$ cat src/logic/usb_cfg_low_pkg.sv
package usb_cfg_low_pkg;
   localparam logic [7:0] cfg_addr       = 8'h00;
   localparam logic [7:0] burst_cap_addr = 8'h04;
   localparam int         stall_pos      = 0;
   localparam int         power_pos      = 1;
   localparam int         wake_pos       = 2;
   localparam int         swap_pos       = 4;
   localparam int         burst_pos      = 5;
   localparam logic       burst_rst      = 1'b0;
   localparam logic       stall_rst      = 1'b0;
   localparam logic       power_dflt     = 1'b1;
   localparam logic       wake_dflt      = 1'b1;
   localparam logic       swap_dflt      = 1'b0;
   localparam logic [7:0] burst_cap_rst  = 8'h00;

   // image flags offered by the eeprom and otp loaders
   typedef struct packed {
      logic eeprom_present;
      logic eeprom_power_method_flag;
      logic eeprom_wake_flag;
      logic eeprom_line_swap_flag;
      logic otp_programmed;
      logic otp_wake;
      logic otp_line_swap;
   } image_t;
endpackage

$ cat src/logic/usb_config_low_bits.sv
`timescale 1ns/1ps
module usb_config_low_bits (
   input  wire logic                    clk,
   input  wire logic                    nrst,
   input  wire logic [7:0]              addr,
   input  wire logic [31:0]             wdata,
   input  wire logic                    wr,
   input  wire logic                    rd,
   output logic [31:0]                  rdata,
   input  wire usb_cfg_low_pkg::image_t image,
   input  wire logic                    image_load,
   input  wire logic                    usb_reset,
   input  wire logic                    lite_reset,
   input  wire logic                    sync_loss,
   input  wire logic [7:0]              burst_req,
   output logic [7:0]                   burst_limit,
   output logic                         stall_bulk_out,
   output logic                         remote_wake_adv,
   output logic                         self_powered,
   output logic                         hs_lines_swapped
);
   import usb_cfg_low_pkg::*;

   // image defaults latched at the last load
   logic        img_power_r;
   logic        img_power_nxt;
   logic        img_wake_r;
   logic        img_wake_nxt;
   logic        img_swap_r;
   logic        img_swap_nxt;

   // software-visible configuration bits and the burst cap
   logic        burst_limit_enable_r;
   logic        burst_limit_enable_nxt;
   logic        stall_disable_on_sync_loss_r;
   logic        stall_disable_on_sync_loss_nxt;
   logic        power_method_r;
   logic        power_method_nxt;
   logic        remote_wake_support_r;
   logic        remote_wake_support_nxt;
   logic        line_swap_r;
   logic        line_swap_nxt;
   logic [7:0]  burst_cap_r;
   logic [7:0]  burst_cap_nxt;

   // next values of the registered outputs
   logic [31:0] rdata_nxt;
   logic [7:0]  burst_limit_nxt;
   logic        stall_bulk_out_nxt;
   logic        remote_wake_adv_nxt;
   logic        self_powered_nxt;
   logic        hs_lines_swapped_nxt;

   // decoded strobes
   logic        cfg_wr;
   logic        cap_wr;
   logic        cfg_rd;
   logic        cap_rd;
   logic        restore;

   // address match shared by the write and read paths
   function automatic logic reg_hit(input logic       strobe,
                                    input logic [7:0] a,
                                    input logic [7:0] target);
      return strobe && (a == target);
   endfunction

   // eeprom flag first, then the programmed otp value, then the fixed value
   function automatic logic pick_dflt(input logic has_eeprom,
                                      input logic eeprom_val,
                                      input logic has_otp,
                                      input logic otp_val,
                                      input logic fixed_val);
      logic val;
      val = fixed_val;
      // later tests win, so the eeprom takes priority over the otp
      if (has_otp)
         val = otp_val;
      if (has_eeprom)
         val = eeprom_val;
      return val;
   endfunction

   // strobe decode; any other address is ignored on write and reads as zero
   assign cfg_wr  = reg_hit(wr, addr, cfg_addr);
   assign cap_wr  = reg_hit(wr, addr, burst_cap_addr);
   assign cfg_rd  = reg_hit(rd, addr, cfg_addr);
   assign cap_rd  = reg_hit(rd, addr, burst_cap_addr);
   assign restore = usb_reset | lite_reset; // both reapply the last image

   // default chain, evaluated only when a new image arrives
   always_comb begin
      // hold the last image between loads
      img_power_nxt = img_power_r;
      img_wake_nxt  = img_wake_r;
      img_swap_nxt  = img_swap_r;
      if (image_load) begin
         // power method has no otp copy: eeprom flag or fixed value only
         img_power_nxt = pick_dflt(image.eeprom_present, image.eeprom_power_method_flag,
                                   1'b0, 1'b0, power_dflt);
         img_wake_nxt  = pick_dflt(image.eeprom_present, image.eeprom_wake_flag,
                                   image.otp_programmed, image.otp_wake, wake_dflt);
         img_swap_nxt  = pick_dflt(image.eeprom_present, image.eeprom_line_swap_flag,
                                   image.otp_programmed, image.otp_line_swap, swap_dflt);
      end
   end

   // image holding registers; a power-on reset forgets the image
   always_ff @(posedge clk or negedge nrst) begin
      if (!nrst) begin
         img_power_r <= power_dflt;
         img_wake_r  <= wake_dflt;
         img_swap_r  <= swap_dflt;
      end else begin
         img_power_r <= img_power_nxt;
         img_wake_r  <= img_wake_nxt;
         img_swap_r  <= img_swap_nxt;
      end
   end

   // software writes, then the image reapplied on load or bus reset
   always_comb begin
      burst_limit_enable_nxt         = burst_limit_enable_r;
      stall_disable_on_sync_loss_nxt = stall_disable_on_sync_loss_r;
      power_method_nxt               = power_method_r;
      remote_wake_support_nxt        = remote_wake_support_r;
      line_swap_nxt                  = line_swap_r; // read-only, only the image moves it
      burst_cap_nxt                  = burst_cap_r;
      if (cfg_wr) begin
         burst_limit_enable_nxt         = wdata[burst_pos];
         stall_disable_on_sync_loss_nxt = wdata[stall_pos];
         power_method_nxt               = wdata[power_pos];
         remote_wake_support_nxt        = wdata[wake_pos];
      end
      // the swap bit, bit three and the upper bits have no write path
      if (cap_wr)
         burst_cap_nxt = wdata[7:0];
      // a reset in the same cycle as a write overrides the written power and wake bits
      if (image_load || restore) begin
         power_method_nxt        = img_power_nxt;
         remote_wake_support_nxt = img_wake_nxt;
         line_swap_nxt           = img_swap_nxt;
      end
   end

   // configuration registers
   always_ff @(posedge clk or negedge nrst) begin
      if (!nrst) begin
         // power and wake start at their fixed defaults until an image loads
         burst_limit_enable_r         <= burst_rst;
         stall_disable_on_sync_loss_r <= stall_rst;
         power_method_r               <= power_dflt;
         remote_wake_support_r        <= wake_dflt;
         line_swap_r                  <= swap_dflt;
         burst_cap_r                  <= burst_cap_rst;
      end else begin
         burst_limit_enable_r         <= burst_limit_enable_nxt;
         stall_disable_on_sync_loss_r <= stall_disable_on_sync_loss_nxt;
         power_method_r               <= power_method_nxt;
         remote_wake_support_r        <= remote_wake_support_nxt;
         line_swap_r                  <= line_swap_nxt;
         burst_cap_r                  <= burst_cap_nxt;
      end
   end

   // read mux; data only in the cycle after the strobe, zero otherwise
   always_comb begin
      rdata_nxt = 32'h0000_0000;
      if (cfg_rd) begin
         // config word: burst enable, swap, wake, power, stall disable
         rdata_nxt[burst_pos] = burst_limit_enable_r;
         rdata_nxt[swap_pos]  = line_swap_r;
         rdata_nxt[wake_pos]  = remote_wake_support_r;
         rdata_nxt[power_pos] = power_method_r;
         rdata_nxt[stall_pos] = stall_disable_on_sync_loss_r;
      end else if (cap_rd) begin
         rdata_nxt[7:0] = burst_cap_r;
      end
   end

   // read data register
   always_ff @(posedge clk or negedge nrst) begin
      if (!nrst) begin
         rdata <= 32'h0000_0000;
      end else begin
         rdata <= rdata_nxt;
      end
   end

   // link-side values: burst clamp, sticky stall, advertised bits
   always_comb begin
      // with the limit enabled, a request above the cap is cut down to the cap
      burst_limit_nxt = burst_req;
      if (burst_limit_enable_r && (burst_req > burst_cap_r))
         burst_limit_nxt = burst_cap_r;
      // stall holds until a bus reset; a sync loss in that same cycle still wins
      stall_bulk_out_nxt = stall_bulk_out;
      if (restore)
         stall_bulk_out_nxt = 1'b0;
      if (sync_loss && !stall_disable_on_sync_loss_r)
         stall_bulk_out_nxt = 1'b1;
      // copies lag the bits by one cycle so every output leaves a flip-flop
      remote_wake_adv_nxt  = remote_wake_support_r;
      self_powered_nxt     = power_method_r;
      hs_lines_swapped_nxt = line_swap_r;
   end

   // registered link-side outputs; all low while reset is held
   always_ff @(posedge clk or negedge nrst) begin
      if (!nrst) begin
         burst_limit      <= 8'h00;
         stall_bulk_out   <= 1'b0;
         remote_wake_adv  <= 1'b0;
         self_powered     <= 1'b0;
         hs_lines_swapped <= 1'b0;
      end else begin
         burst_limit      <= burst_limit_nxt;
         stall_bulk_out   <= stall_bulk_out_nxt;
         remote_wake_adv  <= remote_wake_adv_nxt;
         self_powered     <= self_powered_nxt;
         hs_lines_swapped <= hs_lines_swapped_nxt;
      end
   end
endmodule

$ cat config.mk
export PLATFORM = sky130hd
export DESIGN_NAME = usb_config_low_bits
export DESIGN_NICKNAME = d
export VERILOG_FILES = /design/src/logic/usb_cfg_low_pkg.sv /design/src/logic/usb_config_low_bits.sv
export SDC_FILE = /design/constraint.sdc
export NUM_CORES = 1
export LEC_CHECK = 0
export ABC_CLOCK_PERIOD_IN_PS = 2300
export BUFFER_PORTS_ARGS = -buffer_cell sky130_fd_sc_hd__buf_2
export CAP_MARGIN = 30
export CORE_ASPECT_RATIO = 0.7
export CORE_MARGIN = 5
export CORE_UTILIZATION = 43
export CTS_CLUSTER_SIZE = 12
export DETAILED_ROUTE_END_ITERATION = 8
export PLACE_DENSITY_LB_ADDON = 0.08
export REMOVE_ABC_BUFFERS = 1
export SYNTH_ARGS = -nofsm -noshare
export SYNTH_HDL_FRONTEND = slang
export SYNTH_SLANG_ARGS = --single-unit
$ cat constraint.sdc
create_clock -name clk -period 2.3 [get_ports clk]
set_input_delay 0.46 -clock clk [delete_from_list [all_inputs] [get_ports clk]]
set_output_delay 0.46 -clock clk [all_outputs]
set_load 0.02 [all_outputs]
Word-level counts from Yosys, hierarchy flattened
Cells that the tools add are included. Widths: inputs -> output; s select.

Bits in read-only memories: 0. Bits in latches: 0. Output and inout port bits: 44. Register bits: 36. Bits of input ports: 63. Word-level logic and storage cells: 49. Memories kept: 0. Memory bits (writable): 0.

Add/subtract/negate cells: 0. Reductions and logical operators: 11. Multiply operators: 0. Eq/ne operators: 1. Div/mod/pow operators: 0. Shift-type cells: 0. Magnitude comparators: 1. Bitwise logic cells: 1. Multiplexer cells: 20.

Operator list (count): $mux 8 (2); $mux 1 (15); $eq 8x3->1 const B (1); $gt 8x8->1 (1); $logic_not 8->1 (1); $logic_and 1x1->1 (6); $mux 2 (2); $reduce_bool 2->1 (2); $mux 3 (1); $logic_not 1->1 (1); $logic_or 1x1->1 (1); $or 1x1->1 (1).

Depth between registers and ports, before layout
Depth in word-level cells: 4. Gate-level depth with buffers: 7. Depth with buffers taken out: 7.

Worst setup path after synthesis
OpenSTA, ideal clock, no wires.

Path kind: input -> register. Start point: in addr[4]. End point: reg burst_limit_enable_r. Slack: 120 ps. Library setup time: 125 ps. Required time: 2175 ps. Data arrival time: 2055 ps. Stages on the path: 4. Buffers on the path: 0. Path through: or4_4 -> or4_4 -> nor3b_4 -> mux2_2.

Word-level cells in the longest chain between the ends: 2.

Ends and longest elaborated chain: from (decl) (line usb_config_low_bits.sv:5) `input wire logic [7:0] addr,`; $logic_not 8->1 (line usb_config_low_bits.sv:65) `return strobe && (a == target);`; $logic_and 1x1->1 (line usb_config_low_bits.sv:65); to (signal assigned) (line usb_config_low_bits.sv:150) `burst_limit_enable_r <= burst_rst;`; to (signal assigned) (line usb_config_low_bits.sv:157) `burst_limit_enable_r <= burst_limit_enable_nxt;`; to (decl) (line usb_config_low_bits.sv:33) `logic burst_limit_enable_r;`.

Every way passes these cells. A chain may end at the register's enable or synchronous reset.

Worst setup path after layout
Start point: in addr[4]. End point: reg stall_disable_on_sync_loss_r.

Word-level cells in the longest chain between the ends: 2.

Ends and longest elaborated chain: $logic_not 8->1 (line usb_config_low_bits.sv:65); $logic_and 1x1->1 (line usb_config_low_bits.sv:65); to (signal assigned) (line usb_config_low_bits.sv:151) `stall_disable_on_sync_loss_r <= stall_rst;`; to (signal assigned) (line usb_config_low_bits.sv:158) `stall_disable_on_sync_loss_r <= stall_disable_on_sync_loss_nxt;`; to (decl) (line usb_config_low_bits.sv:35) `logic stall_disable_on_sync_loss_r;`.

Every way passes these cells.

==> impl_results.md <==
* Critical Path End Type: flip-flop
* Total number of vias at 1216
* Nets at 285
* Clock Pin Slew Worst Setup and Hold Paths at 0.07 ns
* Clock Latency Late Sink at 0.30 ns
* Layout Utilization at 0.544
* Worst reg-to-reg setup slack at 0.44 ns
* Primary FF master, synth: dfrtp_1
* Drt drc at 0
* Initial core utilization at 0.448
* GRT overflow at 0
* Area of the core at 3950 um^2
* Crit path DAT at 2.28 ns
* Yosys cell types at 28
* Ant. Diodes at 0
* Number of flops mapped to enable cells by yosys at 0
* Post-DP HPWL at 2780 um
* Setup CP Type: in2reg
* Pint at 0.965 mW
* Async set or reset register ratio after synthesis at 1.00
* Mapped cell area at 1770 um^2
* Post-Place Cells at 259
* Worst min path class: in2async
* PwrDens at 627 nW/um^2
* CTS max path bufs at 2
* 1st-iter DRT viols at 26
* DR WL/cell at 13.3 um
* Cells after synthesis at 147
* Max cap viols at 0
* Relative slew slack at 0.483
* Post-CTS Resized at 0
* WP data required at 2.48 ns
* Synth warn at 0
* Post-CTS Setup Bufs at 0
* Clk pwr share at 0.339
* CTS tree: yes
* Via density at 4.55
* Total Wirelength at 3560 um
* P&R area growth vs syn at 21.5%
* Seq cells post-synth at 36
* H-tree Lvls at 2
* IO buf count at 58
* NetSw at 0.382 mW
* Worst Skew at 0.00770 ns
* Most frequent cells in the layout: buf_2 (58), dfrtp_1 (32), conb_1 (24), mux2_2 (20), inv_1 (9)
* Startpoint types: input pin
* Most common cell after layout, fill and taps aside: buf_2
* Worst r2r src: burst_cap_r[3]$_DFFE_PN0P_
* Status: finished clean
* Final Hold Fails at 0
* RSZ-0062 raised after global routing: no
* Root Buffer: clkbuf_8
* Die width at 86.6 um
* Total GRT Usage at 0.138
* GP Congestion at 0.730
* Synth top area share at 0.453
* Layout cells sized above 1 at 0.451
* Worst IR Drop VDD at 328 uV
* Cell row count at 19
* R2R cell count at 8
* Slew @ Worst Pin at 0.776 ns
* Minimum clock period at 2.10 ns
* DIE AREA at 5510 um^2
* Syn avg cell area at 12.0 um^2
* Top Ports at 107
* Comb pwr share at 0.148
* Leakage Power at 1.10 nW
* Sw frac at 0.284
* Chip height at 63.6 um
* Final slew viol count at 0
* Antenna-violating nets left at 0
* Area leader, netlist: dfrtp_1
* FMAX at 476 MHz
* Finish-stage setup viols at 0
* Num CTS Buffers at 5
* Cell Count, Final, Fillers Out at 267
* Max Fanout on Critical Path at 4
* Worst flop-to-flop path endpoint: burst_limit[4]$_DFF_PN0_
* Count of clock tree sinks at 36
* Final period utilization at 0.914
* Post-synthesis sequential area ratio at 0.512
* Layout filler cell count at 375
* Largest net degree at the start of global routing at 37
* Drt pass-1 iters at 4
* Initial antenna violation count at 0
* Cts-stage hold buffer count at 0
* Largest registers: burst_cap_r: 8 flops, burst_limit: 8 flops, rdata: 8 flops
* Vias in the first global route at 1308
* Leading post-synthesis cells by cell area: dfrtp_1 (45%), mux2_2 (13%), buf_4 (10%)
* Power share of the sequential group at 0.513
* First-pass GRT wire length at 5850 um
## cells by family after synthesis
logic type / Yosys count / synth area share
AOI/OAI and AO/OA: 19 / 0.0729
adders and majority gates: 8 / 0.0566
buffers and inverters: 34 / 0.123
DFF: 36 / 0.512
muxes: 22 / 0.139
other: 1 / 0.00212
and+or+nand+nor: 27 / 0.0941
## routing by layer
| metal | track usage | vias up | share of wire |
|---|---|---|---|
| met2 | 0.213 | 59 | 0.44 |
| li1 | - | 600 | - |
| met3 | 0.0690 | 6 | 0.11 |
| met5 | 0 | - | 0 |
| met4 | 0.0350 | 0 | 0.0095 |
| met1 | 0.172 | 551 | 0.44 |
## power by group through the flow
stage          clock network (mW)  registers, mW  logic, mW
2_1_floorplan                   0          0.719     0.0996
3_3_place_gp                    0          0.702      0.196
3_5_place_dp                    0          0.704      0.201
4_1_cts                     0.467          0.692      0.201
5_1_grt                     0.500          0.696      0.224
6_report                    0.457          0.691      0.199
## area by class of cell
type | count | area (um^2) | share of cell area
Timing Repair Buffer | 62 | 320 | 0.149
Clock buffer | 5 | 68.8 | 0.0320
Multi-Input combinational cell | 100 | 731 | 0.340
Tap cell | 52 | 65.1 | 0.0303
Sequential cell | 36 | 906 | 0.422
Inverter | 9 | 33.8 | 0.0157
Clock inverter | 3 | 23.8 | 0.0111
## worst max path at each step
| stage | from | to | slack (ns) | cells after the start |
|---|---|---|---|---|
| detailed placement | addr[4] | stall_disable_on_sync_loss_r$_DFFE_PN0P_ | -0.11 | 5 |
| finish | addr[4] | stall_disable_on_sync_loss_r$_DFFE_PN0P_ | 0.20 | 5 |
| floorplan | addr[4] | burst_limit_enable_r$_DFFE_PN0P_ | 0.12 | 4 |
| CTS | addr[4] | stall_disable_on_sync_loss_r$_DFFE_PN0P_ | 0.20 | 5 |
| global route | addr[4] | stall_disable_on_sync_loss_r$_DFFE_PN0P_ | 0.17 | 5 |
| global placement | addr[4] | burst_limit_enable_r$_DFFE_PN0P_ | -0.07 | 5 |
## worst max-delay path, stage by stage
cell     delay, ns
buf_2         0.10
or4_4         0.52
or4_4         0.46
nor3b_4       0.36
mux2_2        0.38
## per-stage QoR
stage	TNS [ns]	hold WS [ns]	power (mW)	setup WS, ns	cell area (um^2)
after floorplan	0	0.164	0.818	0.120	1670
after global placement	-0.141	0.399	0.898	-0.0711	2060
after detailed placement	-0.200	0.401	0.904	-0.107	2060
after CTS	0	0.265	1.36	0.204	2150
after global routing	0	0.322	1.42	0.166	2150
final	0	0.238	1.35	0.197	2150
## cells in the mapped netlist, drive strengths merged (2+ instances only)
cell   instances
and2           3
a21oi          6
ha             8
dfstp          4
buf           24
o21ai          3
nor2           6
or4            2
mux2i          2
a22o           5
nand2          6
nor3           2
mux2          20
inv            9
nor2b          2
nor3b          2
dfrtp         32
nand4          2
(Power assumes the default switching activity.)
